### src/hdl/rtd_excitation_pkg.sv
// constants for the sensor excitation control register bank
package rtd_excitation_pkg;
    // register addresses
    localparam logic [3:0] ADDR_FRONT_END_CONTROL_ONE = 4'h1;
    localparam logic [3:0] ADDR_EXCITATION_GAIN_CONTROL = 4'h5;
    // front_end_control_one fields
    localparam int CRC_ENABLE_BIT = 13;
    localparam int EXCITATION_DISABLE_BIT = 9;
    localparam logic [15:0] FRONT_END_CONTROL_ONE_MASK = 16'h2200;
    localparam logic [15:0] FRONT_END_CONTROL_ONE_RESET = 16'h0000;
    // excitation_gain_control fields
    localparam int WIRE_COUNT_SELECT_BIT = 15;
    localparam int COMPENSATION_LEVEL_LSB = 12;
    localparam int EXCITATION_LEVEL_LSB = 9;
    localparam int OFF_CHIP_RESISTOR_BIT = 8;
    localparam int GAIN_CODE_LSB = 4;
    localparam logic [15:0] EXCITATION_GAIN_CONTROL_MASK = 16'hfff0;
    localparam logic [15:0] EXCITATION_GAIN_CONTROL_RESET = 16'h0000;
    // serial frame layout
    localparam int COMMAND_BITS = 8;
    localparam int FRAME_BITS = 24;
    localparam int READ_FLAG_BIT = 6;
    // mirror reference in microamps, and the ratio set
    localparam int REFERENCE_CURRENT_UA = 100;
    localparam logic [3:0] RATIO_OFF = 4'h0;
    localparam logic [3:0] RATIO_L1 = 4'h1;
    localparam logic [3:0] RATIO_L2 = 4'h4;
    localparam logic [3:0] RATIO_L3 = 4'h5;
    localparam logic [3:0] RATIO_L4 = 4'h6;
    localparam logic [3:0] RATIO_L5 = 4'h9;
    localparam logic [3:0] RATIO_L6 = 4'ha;
endpackage : rtd_excitation_pkg

### src/hdl/rtd_excitation_control.sv
// sensor excitation control registers behind a serial configuration port
// Summary of operation
// on-chip resistor after reset; select bit picks off-chip
// currents are 100uA reference times ratio 1,4,5,6,9,10
// excitation enabled after reset; disable bit turns off
// wire-count bit zero means 4-wire; set means 3/2-wire
// 3-wire: excitation to positive, compensation to negative
// both level fields reset to zero; six levels
// host writes equal levels in 3-wire scheme
// 4-wire: excitation on sensor pin only; compensation off
// host clears current-mode bit before 4-wire use
// one register write updates all fields at once
`timescale 1ns/1ns
module rtd_excitation_control (
    // clock and reset
    input wire logic core_clk,
    input wire logic reset_n,
    // serial configuration port
    input wire logic cfgSclk,
    input wire logic cfgCs_n,
    input wire logic cfgSdi,
    output logic cfgSdo,
    output logic cfgSdoEnable,
    // excitation, amplifier gain and CRC controls; ratios of the 100 uA reference
    output logic offChipResistorSelect,
    output logic excitationEnable,
    output logic [3:0] positivePinRatio,
    output logic [3:0] negativePinRatio,
    output logic [3:0] sensorPinRatio,
    output logic [3:0] amplifierGainCode,
    output logic crcEnable
);
    // reset release
    logic [1:0] rstSync_q;
    logic rstN;
    always_ff @(posedge core_clk or negedge reset_n) begin
        if (!reset_n) begin
            rstSync_q <= 2'b00;
        end else begin
            rstSync_q <= {rstSync_q[0], 1'b1};
        end
    end
    assign rstN = rstSync_q[1];

    // pin synchronisers, third stage kept for edge detection
    logic [2:0] sclkSync_q;
    logic [1:0] csSync_q;
    logic [1:0] sdiSync_q;
    always_ff @(posedge core_clk or negedge rstN) begin
        if (!rstN) begin
            sclkSync_q <= 3'b000;
            csSync_q <= 2'b11;
            sdiSync_q <= 2'b00;
        end else begin
            sclkSync_q <= {sclkSync_q[1:0], cfgSclk};
            csSync_q <= {csSync_q[0], cfgCs_n};
            sdiSync_q <= {sdiSync_q[0], cfgSdi};
        end
    end
    logic selected;
    logic sclkRise;
    logic sclkFall;
    assign selected = !csSync_q[1];
    assign sclkRise = sclkSync_q[1] && !sclkSync_q[2];
    assign sclkFall = !sclkSync_q[1] && sclkSync_q[2];

    // frame state
    logic [4:0] bitCount_q, bitCount_d;
    logic [22:0] rxShift_q, rxShift_d;
    logic [15:0] txShift_q, txShift_d;
    logic sdo_q, sdo_d;
    logic sdoEn_q, sdoEn_d;
    logic [15:0] ctlOne_q, ctlOne_d;
    logic [15:0] excGain_q, excGain_d;
    logic [15:0] readData;
    logic [7:0] command;
    logic [23:0] frame;

    // command byte arrives complete on the eighth rising edge
    assign command = {rxShift_q[6:0], sdiSync_q[1]};
    assign frame = {rxShift_q, sdiSync_q[1]};

    always_comb begin
        case (command[3:0])
            rtd_excitation_pkg::ADDR_FRONT_END_CONTROL_ONE: begin
                readData = ctlOne_q;
            end
            rtd_excitation_pkg::ADDR_EXCITATION_GAIN_CONTROL: begin
                readData = excGain_q;
            end
            default: begin
                readData = 16'h0000;
            end
        endcase
    end

    always_comb begin
        bitCount_d = bitCount_q;
        rxShift_d = rxShift_q;
        txShift_d = txShift_q;
        sdo_d = sdo_q;
        sdoEn_d = selected;
        ctlOne_d = ctlOne_q;
        excGain_d = excGain_q;
        if (!selected) begin
            bitCount_d = 5'h00;
            txShift_d = 16'h0000;
            sdo_d = 1'b0;
        end else if (sclkRise &&
            bitCount_q < 5'(rtd_excitation_pkg::FRAME_BITS)) begin
            rxShift_d = frame[22:0];
            bitCount_d = bitCount_q + 5'h01;
            if (bitCount_q == 5'(rtd_excitation_pkg::COMMAND_BITS - 1)) begin
                txShift_d = command[rtd_excitation_pkg::READ_FLAG_BIT] ?
                    readData : 16'h0000;
            end
            // commit the whole word on its last bit
            if (bitCount_q == 5'(rtd_excitation_pkg::FRAME_BITS - 1) &&
                !frame[16 + rtd_excitation_pkg::READ_FLAG_BIT]) begin
                case (frame[19:16])
                    rtd_excitation_pkg::ADDR_FRONT_END_CONTROL_ONE: begin
                        ctlOne_d = frame[15:0] &
                            rtd_excitation_pkg::FRONT_END_CONTROL_ONE_MASK;
                    end
                    rtd_excitation_pkg::ADDR_EXCITATION_GAIN_CONTROL: begin
                        excGain_d = frame[15:0] &
                            rtd_excitation_pkg::EXCITATION_GAIN_CONTROL_MASK;
                    end
                    default: begin
                        ctlOne_d = ctlOne_q;
                    end
                endcase
            end
        end else if (sclkFall &&
            bitCount_q >= 5'(rtd_excitation_pkg::COMMAND_BITS)) begin
            sdo_d = txShift_q[15];
            txShift_d = {txShift_q[14:0], 1'b0};
        end
    end

    always_ff @(posedge core_clk or negedge rstN) begin
        if (!rstN) begin
            bitCount_q <= 5'h00;
            rxShift_q <= 23'h000000;
            txShift_q <= 16'h0000;
            sdo_q <= 1'b0;
            sdoEn_q <= 1'b0;
            ctlOne_q <= rtd_excitation_pkg::FRONT_END_CONTROL_ONE_RESET;
            excGain_q <=
                rtd_excitation_pkg::EXCITATION_GAIN_CONTROL_RESET;
        end else begin
            bitCount_q <= bitCount_d;
            rxShift_q <= rxShift_d;
            txShift_q <= txShift_d;
            sdo_q <= sdo_d;
            sdoEn_q <= sdoEn_d;
            ctlOne_q <= ctlOne_d;
            excGain_q <= excGain_d;
        end
    end

    // level code to mirror ratio; codes 0 and 7 give no current
    function automatic logic [3:0] levelRatio(input logic [2:0] code);
        case (code)
            3'h1: levelRatio = rtd_excitation_pkg::RATIO_L1;
            3'h2: levelRatio = rtd_excitation_pkg::RATIO_L2;
            3'h3: levelRatio = rtd_excitation_pkg::RATIO_L3;
            3'h4: levelRatio = rtd_excitation_pkg::RATIO_L4;
            3'h5: levelRatio = rtd_excitation_pkg::RATIO_L5;
            3'h6: levelRatio = rtd_excitation_pkg::RATIO_L6;
            default: levelRatio = rtd_excitation_pkg::RATIO_OFF;
        endcase
    endfunction : levelRatio

    // current routing
    logic enable;
    logic threeWire;
    logic [3:0] excRatio;
    logic [3:0] comRatio;
    logic offChip_q, offChip_d;
    logic enable_q, enable_d;
    logic [3:0] posRatio_q, posRatio_d;
    logic [3:0] negRatio_q, negRatio_d;
    logic [3:0] senRatio_q, senRatio_d;
    logic [3:0] gain_q, gain_d;
    logic crc_q, crc_d;

    assign enable =
        !ctlOne_q[rtd_excitation_pkg::EXCITATION_DISABLE_BIT];
    assign threeWire =
        excGain_q[rtd_excitation_pkg::WIRE_COUNT_SELECT_BIT];
    assign excRatio = levelRatio(excGain_q[
        rtd_excitation_pkg::EXCITATION_LEVEL_LSB +: 3]);
    assign comRatio = levelRatio(excGain_q[
        rtd_excitation_pkg::COMPENSATION_LEVEL_LSB +: 3]);

    always_comb begin
        offChip_d = excGain_q[rtd_excitation_pkg::OFF_CHIP_RESISTOR_BIT];
        posRatio_d = rtd_excitation_pkg::RATIO_OFF;
        negRatio_d = rtd_excitation_pkg::RATIO_OFF;
        senRatio_d = rtd_excitation_pkg::RATIO_OFF;
        enable_d = enable;
        gain_d = excGain_q[rtd_excitation_pkg::GAIN_CODE_LSB +: 4];
        crc_d = ctlOne_q[rtd_excitation_pkg::CRC_ENABLE_BIT];
        if (enable && threeWire) begin
            posRatio_d = excRatio;
            negRatio_d = comRatio;
        end else if (enable) begin
            senRatio_d = excRatio;
        end
    end

    always_ff @(posedge core_clk or negedge rstN) begin
        if (!rstN) begin
            offChip_q <= 1'b0;
            enable_q <= 1'b1;
            posRatio_q <= rtd_excitation_pkg::RATIO_OFF;
            negRatio_q <= rtd_excitation_pkg::RATIO_OFF;
            senRatio_q <= rtd_excitation_pkg::RATIO_OFF;
            gain_q <= 4'h0;
            crc_q <= 1'b0;
        end else begin
            offChip_q <= offChip_d;
            enable_q <= enable_d;
            posRatio_q <= posRatio_d;
            negRatio_q <= negRatio_d;
            senRatio_q <= senRatio_d;
            gain_q <= gain_d;
            crc_q <= crc_d;
        end
    end

    assign cfgSdo = sdo_q;
    assign cfgSdoEnable = sdoEn_q;
    assign offChipResistorSelect = offChip_q;
    assign excitationEnable = enable_q;
    assign positivePinRatio = posRatio_q;
    assign negativePinRatio = negRatio_q;
    assign sensorPinRatio = senRatio_q;
    assign amplifierGainCode = gain_q;
    assign crcEnable = crc_q;
endmodule : rtd_excitation_control

### config.mk
export PLATFORM = sky130hd
export DESIGN_NAME = rtd_excitation_control
export DESIGN_NICKNAME = d
export VERILOG_FILES = /design/src/hdl/rtd_excitation_pkg.sv /design/src/hdl/rtd_excitation_control.sv
export SDC_FILE = /design/constraint.sdc
export NUM_CORES = 1
export LEC_CHECK = 0
export BUFFER_PORTS_ARGS = -buffer_cell sky130_fd_sc_hd__buf_2
export CAP_MARGIN = 20
export CORE_MARGIN = 4
export CORE_UTILIZATION = 50
export CTS_CLUSTER_DIAMETER = 50
export DETAILED_ROUTE_END_ITERATION = 8
export HOLD_SLACK_MARGIN = 0.02
export PLACE_DENSITY = 0.65
export SLEW_MARGIN = 5
export SYNTH_ARGS = -nofsm -noshare
export SYNTH_HDL_FRONTEND = slang
export SYNTH_SLANG_ARGS = --single-unit
### constraint.sdc
create_clock -name core_clk -period 2.77 [get_ports core_clk]
set_input_delay 0.1385 -clock core_clk [delete_from_list [all_inputs] [get_ports core_clk]]
set_output_delay 0.1385 -clock core_clk [all_outputs]
set_load 0.1 [all_outputs]
==> impl_metrics.env, run 1 <==
export IMPL_p_leak_uw=0.00186
export IMPL_die_height_um=89.3
export IMPL_portBuffers=25
export IMPL_tightest_slew_ns=0.520
export IMPL_cts_buffers=9
export IMPL_synth_simple_gate_area_share_pct=12.7
export IMPL_status="finished clean"
export IMPL_synth_main_ff_cell="dfrtp_1"
export IMPL_synth_xor_area_share_pct=1.06
export IMPL_fin_tns_setup_ns=0
export IMPL_syn_inst=260
export IMPL_ios=26
export IMPL_syn_avg_cell_area_um2=12.7
export IMPL_ys_seq_elements=83
export IMPL_p_per_area_nw_per_um2=630
export IMPL_synth_seq_area_share_pct=63.0
export IMPL_multi_input_comb_area_um2=1090
export IMPL_grt_pass1_wl_um=9590
export IMPL_rows=29
export IMPL_grt_ovfl_total=0
export IMPL_viasPerCell=5.24
export IMPL_fin_crit_sh_pct=74.8
export IMPL_synthArstFlopShare_pct=100
export IMPL_max_stage_delay_ns=0.51
export IMPL_globalplace_congestion=0.766
export IMPL_cts_reportedPaths_clkPinSlew_ns=0.08
export IMPL_synth_mux_area_share_pct=10.8
export IMPL_final_cell_mix="dfrtp_1, nand2_1, mux2_2"
export IMPL_cp_max_fo=11
export IMPL_yosys_warnings=0
export IMPL_hp_class="in2async"
export IMPL_dr_pass1_iters=4
export IMPL_synth_edf_count=0
export IMPL_start_util_pct=51.7
export IMPL_cp_top_family="simple AND/OR/NAND/NOR gates"
export IMPL_fin_nets=300
export IMPL_slew_violations=0
export IMPL_diodes=0
export IMPL_cp_slowest_cell="or3b_4"
export IMPL_max_freq_ghz=0.483
export IMPL_antenna_found_initial=0
export IMPL_setup_viol=0
export IMPL_crit_buf_inv=0
export IMPL_ir_drop_mv=0.389
export IMPL_cts_sinks=83
export IMPL_dp_hpwl_um=3630
export IMPL_h_tree_depth=3
export IMPL_critPathKind="reg2reg"
export IMPL_hold_viol=0
export IMPL_crit_chain="nor2b_2 -> or3b_4 -> a211o_1 -> o221ai_2"
export IMPL_core_area_um2=6390
export IMPL_fin_hold_ws_ns=0.0939
export IMPL_synth_top_family_by_area="simple AND/OR/NAND/NOR gates"
export IMPL_cts_root_buf="clkbuf_8"
export IMPL_synthAdderAreaFrac_pct=0.758
export IMPL_cts_buffer_depth=2
export IMPL_dp_slack_ns=0.735
export IMPL_crit_path_start_kind="flop"
export IMPL_drv_cap=0
export IMPL_drive_above_1_share_pct=32.2
export IMPL_clock_latency_ns=0.35
export IMPL_drc_errors=0
export IMPL_routed_wl_um=5660
export IMPL_relSlewSlack_pct=65.3
export IMPL_die_x_um=89.3
export IMPL_grt_pass1_vias=1963
export IMPL_grtUsageTotal_pct=16.2
export IMPL_ant_nets=0
export IMPL_worstPathArrival_ns=2.34
export IMPL_skew_ns=0.00637
export IMPL_die_area_um2=7970
export IMPL_syn_to_final_growth_pct=14.2
export IMPL_cts_tree="done"
export IMPL_vias=1964
export IMPL_final_common_cell="dfrtp_1"
export IMPL_drtIter0Drc=107
export IMPL_post_route_util_pct=59.0
export IMPL_rsz0062_at_grt="no"
export IMPL_regArea_um2=2080
export IMPL_yosysUniqueCellTypes=38
export IMPL_worst_slack_ns=0.699
export IMPL_synth_compound_area_share_pct=7.58
export IMPL_synthesis_area_um2=3300
export IMPL_grt_max_degree=82
export IMPL_syn_nets=267
export IMPL_nFillCells=526
export IMPL_period_minus_slack_ns=2.07
export IMPL_routedWlPerCell_um=15.1
export IMPL_endpoint_kind="flop"
export IMPL_worst_ep_required_time_ns=3.04
-- cell type report --
type	instances	area share [%]
flip-flops and latches	83	55.3
multi-input cells	151	28.9
repair buffers	34	5.91
clock buffers	9	3.29
clock inverters	7	2.69
well taps	77	2.56
inverters	14	1.39
-- state kept, by name, indices dropped and copies added, names as in the netlist, 4 cells and up --
name               count
amplifierGainCode      4
bitCount_q             5
excGain_q             12
negativePinRatio       4
positivePinRatio       4
rxShift_q             22
sensorPinRatio         4
txShift_q             12
-- path summary, 6_finish.rpt --
path | from | end | slack (ns) | cells past startpoint
min in group core_clk | sdiSync_q[0]$_DFF_PN0_ | sdiSync_q[1]$_DFF_PN0_ | 0.36 | 0
max | sclkSync_q[1]$_DFF_PN0_ | txShift_q[11]$_DFFE_PN0P_ | 0.70 | 4
max reg2reg | sclkSync_q[1]$_DFF_PN0_ | txShift_q[11]$_DFFE_PN0P_ | 0.70 | 4
max in group asynchronous | rstSync_q[1]$_DFF_PN0_ | excitationEnable$_DFF_PN1_ | 1.95 | 1
min reg2reg | rstSync_q[1]$_DFF_PN0_ | rxShift_q[18]$_DFFE_PN0P_ | 0.21 | 0
min | reset_n | rstSync_q[1]$_DFF_PN0_ | 0.09 | 2
-- Yosys cell counts (all sizes together), types with 2 or more instances --
master / count / area, µm²
dfstp: 3 / 78.8
and4b: 2 / 20.0
clkbuf: 3 / 11.3
nor2b: 3 / 21.3
o21ai: 2 / 10.0
dfrtp: 80 / 2000
xnor2: 2 / 17.5
o221ai: 9 / 135
xor2: 2 / 17.5
ha: 2 / 25.0
a22o: 2 / 17.5
buf: 9 / 68.8
nand2: 41 / 154
mux2: 31 / 357
a21oi: 7 / 35.0
nand3: 14 / 70.1
inv: 14 / 52.6
nor3: 5 / 25.0
and3: 2 / 12.5
nor2: 13 / 48.8
-- through the flow --
stage | std cells | power, µW | area [µm²]
final | 375 | 2380 | 3770
after global routing | 375 | 2480 | 3770
after CTS | 374 | 2400 | 3740
after detailed placement | 354 | 1430 | 3480
after global placement | 354 | 1430 | 3480
after floorplan | 260 | 1390 | 3300
-- cells by family after synthesis --
family / after synthesis
buffers and inverters: 26
XOR/XNOR: 4
multiplexers: 31
AND/OR/NAND/NOR: 87
flip-flops: 83
other: 1
adder cells (fa/ha/maj): 2
AO/OA/AOI/OAI: 26
-- timing repair --
item	in CTS	in global routing
hold buffers	4	0
resized for setup	0	0
endpoints found under the hold margin	5	0
endpoints found under the setup margin	0	0
buffers inserted	0	0
-- worst reg2reg max path, cell delays in order (launching register included) --
cell and delay (ns):
dfrtp_1 0.37, nor2b_2 0.38, or3b_4 0.51, a211o_1 0.49, o221ai_2 0.25
-- routing by layer --
layer	vias to the layer above	share of wire, %	global-route usage, %
met1	968	47	21.9
met3	12	3.9	3.04
li1	947	-	-
met4	0	2.1	8.12
met2	37	47	25.1
met5	-	0	0
-- power breakdown --
group,switching [µW],total [µW],internal [µW]
sequential,48.7,1310,1260
clock,445,960,515
combinational,60.6,109,48.5
No activity file was read; power rests on OpenSTA's default activity.
==> run 2, diff against run 1 <==
==> constraint.sdc (replaced) <==
create_clock -name core_clk -period 2.13 [get_ports core_clk]
set_input_delay 0.1065 -clock core_clk [delete_from_list [all_inputs] [get_ports core_clk]]
set_output_delay 0.1065 -clock core_clk [all_outputs]
set_load 0.1 [all_outputs]
==> run 2 against run 1 <==
Against the previous run:
- first-iteration DRC count shrank 14%
- sequential cell count is the same
- final cell count is the same
- register-to-register slack lost 0.55 ns
- wire length shrank 0.32%
- utilization grew 0.22 points
- via count grew 0.97%
- final area grew 0.36%
- global-route usage is essentially flat
- clock skew grew 0.0014 ns
- sequential power grew 30%
- worst hold slack lost 0.028 ns
==> impl_metrics.env, run 2 (same netlist as run 1, synthesis figures left out) <==
export IMPL_status="finished clean"
export IMPL_skew_ns=0.00776
export IMPL_die_height_um=89.3
export IMPL_final_cells=375
export IMPL_rsz0062_at_grt="no"
export IMPL_routedWlPerCell_um=15.0
export IMPL_h_tree_depth=3
export IMPL_cp_max_fo=11
export IMPL_dp_hpwl_um=3850
export IMPL_top_register="rxShift_q"
export IMPL_syn_to_final_growth_pct=14.6
export IMPL_portBuffers=25
export IMPL_grt_max_degree=45
export IMPL_cts_root_buf="clkbuf_8"
export IMPL_viasPerCell=5.29
export IMPL_largestRegisters="rxShift_q (22), excGain_q (12), txShift_q (12)"
export IMPL_ant_nets=0
export IMPL_final_cell_mix="dfrtp_1, nand2_1, mux2_2"
export IMPL_globalplace_congestion=0.822
export IMPL_final_common_cell="dfrtp_1"
export IMPL_antenna_found_initial=0
export IMPL_core_area_um2=6390
export IMPL_die_area_um2=7970
export IMPL_rows=29
export IMPL_dr_pass1_iters=6
export IMPL_drtIter0Drc=92
export IMPL_largest_reg_flops=22
export IMPL_ir_drop_mv=0.541
export IMPL_tightest_slew_ns=0.873
export IMPL_fin_tns_setup_ns=0
export IMPL_grtUsageTotal_pct=16.2
export IMPL_grt_pass1_vias=1947
export IMPL_p_leak_uw=0.00187
export IMPL_fin_nets=300
export IMPL_cts_tree="done"
export IMPL_worstPathArrival_ns=2.24
export IMPL_slew_violations=0
export IMPL_cts_buffers=9
export IMPL_ios=26
export IMPL_critPathKind="reg2reg"
export IMPL_p_per_area_nw_per_um2=837
export IMPL_clock_latency_ns=0.34
export IMPL_hp_class="in2async"
export IMPL_fin_hold_ws_ns=0.0660
export IMPL_post_route_util_pct=59.2
export IMPL_vias=1983
export IMPL_worst_ep_required_time_ns=2.39
export IMPL_drive_above_1_share_pct=31.9
export IMPL_cts_buffer_depth=2
export IMPL_relSlewSlack_pct=41.8
export IMPL_endpoint_kind="flop"
export IMPL_max_freq_ghz=0.505
export IMPL_die_x_um=89.3
export IMPL_grt_ovfl_total=0
export IMPL_cts_reportedPaths_clkPinSlew_ns=0.08
export IMPL_crit_path_start_kind="flop"
export IMPL_drc_errors=0
export IMPL_period_minus_slack_ns=1.98
export IMPL_hold_viol=0
export IMPL_setup_viol=0
export IMPL_diodes=0
export IMPL_cts_sinks=83
export IMPL_routed_wl_um=5640
export IMPL_drv_cap=0
export IMPL_fin_crit_sh_pct=92.9
export IMPL_grt_pass1_wl_um=9650
export IMPL_place_inst=355
export IMPL_start_util_pct=51.7
-- run 2: per-layer routing --
metal / track usage, % / part of all wire (%) / up-vias
met5: 0 / 0 / -
met4: 7.71 / 1.9 / 0
met3: 3.04 / 3.7 / 9
met2: 25.2 / 48 / 36
met1: 22.0 / 47 / 988
li1: - / - / 950
-- run 2: what timing repair did --
action,in CTS,in global routing
endpoints found under the setup margin,0,22
gates resized for setup,0,1
endpoints found under the hold margin,5,0
hold buffers,4,0
buffers inserted,0,0
-- run 2: critical path, cell delays in order, from the launching register on --
cell	delay, ns
dfrtp_1	0.43
or2_4	0.28
or3b_4	0.47
a211o_1	0.48
o221ai_2	0.24
-- run 2: worst paths after layout --
kind	start	to	slack, ns	cells past startpoint
min in group core_clk	sclkSync_q[0]$_DFF_PN0_	sclkSync_q[1]$_DFF_PN0_	0.35	0
max in group asynchronous	rstSync_q[1]$_DFF_PN0_	excitationEnable$_DFF_PN1_	1.17	1
worst min register to register	rstSync_q[1]$_DFF_PN0_	excGain_q[5]$_DFFE_PN0P_	0.31	0
worst max register to register	bitCount_q[3]$_DFFE_PN0N_	txShift_q[11]$_DFFE_PN0P_	0.15	4
worst min-delay path	reset_n	rstSync_q[0]$_DFF_PN0_	0.07	2
worst max-delay path	bitCount_q[3]$_DFFE_PN0N_	txShift_q[11]$_DFFE_PN0P_	0.15	4
-- run 2: cell type report --
cell class,count,area [µm²]
fillers,519,2600
flip-flops and latches,83,2080
multi-input cells,151,1090
repair buffers,34,215
clock buffers,11,141
clock inverters,5,100
well taps,77,96.3
inverters,14,52.6
-- run 2: report_power, final --
group          internal [µW]  switching, µW  leakage, µW
logic                   61.5           70.6     0.000627
clock network            808            526     0.000123
registers               1640           64.0      0.00112
total                   2500            660      0.00187
-- run 2: stage by stage --
stage	total power, µW	area (µm²)	setup slack (ns)
2_1_floorplan	1810	3300	0.336
3_3_place_gp	1860	3500	0.179
3_5_place_dp	1860	3500	0.102
4_1_cts	3200	3780	0.0825
5_1_grt	3300	3780	0.0627
6_report	3170	3780	0.150
==> run 3, diff against run 2 <==
--- a/config.mk
+++ b/config.mk
@@ -5,9 +5,10 @@
 export SDC_FILE = /design/constraint.sdc
 export NUM_CORES = 1
 export LEC_CHECK = 0
+export ABC_AREA = 1
 export BUFFER_PORTS_ARGS = -buffer_cell sky130_fd_sc_hd__buf_2
 export CAP_MARGIN = 20
-export CORE_MARGIN = 4
+export CORE_MARGIN = 1
 export CORE_UTILIZATION = 50
 export CTS_CLUSTER_DIAMETER = 50
 export DETAILED_ROUTE_END_ITERATION = 8
==> run 3 against run 2 <==
Against the previous run:
- largest power group unchanged
- the run now ends with DRC left
- critical path type unchanged
- final area increased by 3.3%
- clock-buffer cell count unchanged
- first-iteration DRC count increased by 88%
- combinational power increased by 40%
- global-route usage increased by 2.7 points
- largest cell class unchanged
- clock power increased by 7%
==> impl_metrics.env, run 3 <==
export IMPL_syn_inst=364
export IMPL_final_common_cell="nand2_1"
export IMPL_use_met2_pct=29.3
export IMPL_grt_use_met3_pct=4.67
export IMPL_synth_mux_area_share_pct=0
export IMPL_syn_nets=371
export IMPL_rsz0062_at_grt="no"
export IMPL_yosys_top_cells_area="dfrtp_1, nand2_1, nand3_1, o21ai_0, dfstp_2"
export IMPL_routed_wl_um=6170
export IMPL_yosys_warnings=0
export IMPL_synthArstFlopShare_pct=100
export IMPL_yosysUniqueCellTypes=26
export IMPL_hp_class="in2async"
export IMPL_synth_compound_area_share_pct=4.89
export IMPL_dp_slack_ns=0.510
export IMPL_cts_tree="done"
export IMPL_viasPerCell=5.05
export IMPL_ant_nets=0
export IMPL_p_leak_uw=0.00205
export IMPL_largestRegisters="rxShift_q (22), excGain_q (12), txShift_q (12)"
export IMPL_rows=29
export IMPL_nFillCells=572
export IMPL_vias=2407
export IMPL_ir_drop_mv=0.545
export IMPL_ios=26
export IMPL_critPathKind="reg2reg"
export IMPL_start_util_pct=52.8
export IMPL_synth_top_cell_area_share_pct=58.4
export IMPL_period_minus_slack_ns=1.62
export IMPL_synth_top_family_by_area="simple AND/OR/NAND/NOR gates"
export IMPL_cts_resized=0
export IMPL_synth_edf_count=0
export IMPL_worst_ep_required_time_ns=2.37
export IMPL_crit_start="bitCount_q[1]$_DFFE_PN0N_"
export IMPL_die_area_um2=7190
export IMPL_cts_sinks=83
export IMPL_fin_crit_sh_pct=76.0
export IMPL_grt_pass1_wl_um=10400
export IMPL_drc_errors=4
export IMPL_die_x_um=84.8
export IMPL_skew_ns=0.00658
export IMPL_regArea_um2=2080
export IMPL_p_per_area_nw_per_um2=847
export IMPL_cts_buffer_depth=2
export IMPL_synthesis_area_um2=3430
export IMPL_final_cell_mix="nand2_1, dfrtp_1, nand3_1"
export IMPL_post_dp_cell_area_um2=3610
export IMPL_endpoint_kind="flop"
export IMPL_hold_viol=0
export IMPL_crit_path_start_kind="flop"
export IMPL_drv_cap=0
export IMPL_top_register="rxShift_q"
export IMPL_routedWlPerCell_um=12.9
export IMPL_status="complete, but fails checks"
export IMPL_cts_buffers=9
export IMPL_setup_viol=0
export IMPL_max_freq_ghz=0.618
export IMPL_ys_seq_elements=83
export IMPL_synth_main_ff_cell="dfrtp_1"
export IMPL_antenna_found_initial=0
export IMPL_grt_util_met1_pct=25.9
export IMPL_busiest_layer="met2"
export IMPL_stdcell_area_um2=3910
export IMPL_largest_reg_flops=22
export IMPL_fin_nets=402
export IMPL_post_route_util_pct=60.2
export IMPL_violations="DRC"
export IMPL_synth_xor_area_share_pct=0
export IMPL_clock_latency_ns=0.35
export IMPL_post_cts_repair_setup_buffers=0
export IMPL_synth_common_cells="nand2_1, dfrtp_1, nand3_1"
export IMPL_diodes=0
export IMPL_fin_tns_setup_ns=0
export IMPL_die_height_um=84.8
export IMPL_cp_max_fo=15
export IMPL_syn_to_final_growth_pct=13.9
export IMPL_synth_simple_gate_area_share_pct=28.5
export IMPL_multi_input_comb_area_um2=1170
export IMPL_grtUsageTotal_pct=18.9
export IMPL_worstPathArrival_ns=1.86
export IMPL_grt_max_degree=43
export IMPL_portBuffers=25
export IMPL_cts_reportedPaths_clkPinSlew_ns=0.08
export IMPL_regToRegStartpoint="bitCount_q[1]$_DFFE_PN0N_"
export IMPL_dp_hpwl_um=4200
export IMPL_globalplace_congestion=0.800
export IMPL_rr_worst_depth=8
export IMPL_dr_pass1_iters=6
export IMPL_synthAdderAreaFrac_pct=0.730
export IMPL_slew_violations=0
export IMPL_synth_seq_area_share_pct=60.7
export IMPL_drtIter0Drc=173
export IMPL_worst_slack_ns=0.511
export IMPL_r2r_end="excGain_q[12]$_DFFE_PN0P_"
export IMPL_h_tree_depth=3
export IMPL_drive_above_1_share_pct=18.3
export IMPL_syn_avg_cell_area_um2=9.42
export IMPL_synth_top_area_cell="dfrtp_1"
export IMPL_cts_root_buf="clkbuf_8"
export IMPL_core_area_um2=6490
export IMPL_grt_pass1_vias=2210
export IMPL_yosysMostFrequentCell="nand2_1"
export IMPL_grt_ovfl_total=0
export IMPL_r2r_setup_slack_ns=0.51
-- run 3: changes by cell type after synthesis, sizes merged, moves of 3 or more --
cell,delta
nand2,+88
nand3,+33
mux2,-31
o21ai,+23
nor2,+13
o221ai,-9
inv,+8
buf,+5
a21oi,-3
clkbuf,-3
nor2b,-3
-- run 3: cells by family (layout without fill, tap and decap cells) --
logic type / after synthesis / count (layout)
other: 1 / 1
and+or+nand+nor: 210 / 210
buffers and inverters: 36 / 72
adders and majority gates: 2 / 2
AOI/OAI and AO/OA: 32 / 32
DFF: 83 / 83
-- run 3: layout make-up --
cell class / count / share of cell area (%)
clock buffer: 11 / 3.36
sequential: 83 / 53.3
inverter: 22 / 2.11
clock inverter: 5 / 3.20
timing repair buffer: 34 / 5.51
tap: 77 / 2.47
multi-input combinational: 245 / 30.0
-- run 3: what timing repair did --
action,CTS,global route
hold buffers,4,0
endpoints found under the setup margin,0,0
endpoints found under the hold margin,5,0
-- run 3: metrics by stage --
stage / total power, µW / cells / hold slack [ns]
2_1_floorplan: 1860 / 364 / -0.189
3_3_place_gp: 1910 / 457 / -0.107
3_5_place_dp: 1920 / 457 / -0.103
5_1_grt: 3440 / 477 / 0.0724
6_report: 3310 / 477 / 0.0704
4_1_cts: 3350 / 477 / 0.0545
-- run 3: metal layers --
layer / vias to the layer above / part of all wire [%]
li1: 1222 / -
met1: 1129 / 48
met2: 50 / 47
met3: 6 / 3.8
met4: 0 / 0.96
met5: - / 0
-- run 3: critical path, stage by stage, from the launching register on --
cell and delay, ns:
dfrtp_1 0.38, ha_1 0.18, nand2_1 0.06, inv_1 0.10
nand2_1 0.11, nor2_4 0.33, nand2_4 0.20, nand2_2 0.10
nand2_1 0.05
-- run 3: report_power, final --
part / internal [µW] / switching (µW) / leakage (µW)
Clock: 896 / 524 / 0.000128
Sequential: 1640 / 62.2 / 0.00112
Combinational: 57.4 / 127 / 0.000803
Total: 2600 / 713 / 0.00205
-- run 3: worst max path at each step --
stage / endpoint
final: excGain_q[12]$_DFFE_PN0P_
after global placement: txShift_q[12]$_DFFE_PN0P_
after global routing: txShift_q[10]$_DFFE_PN0P_
after floorplan: amplifierGainCode[0]$_DFF_PN0_
after CTS: txShift_q[12]$_DFFE_PN0P_
after detailed placement: txShift_q[12]$_DFFE_PN0P_
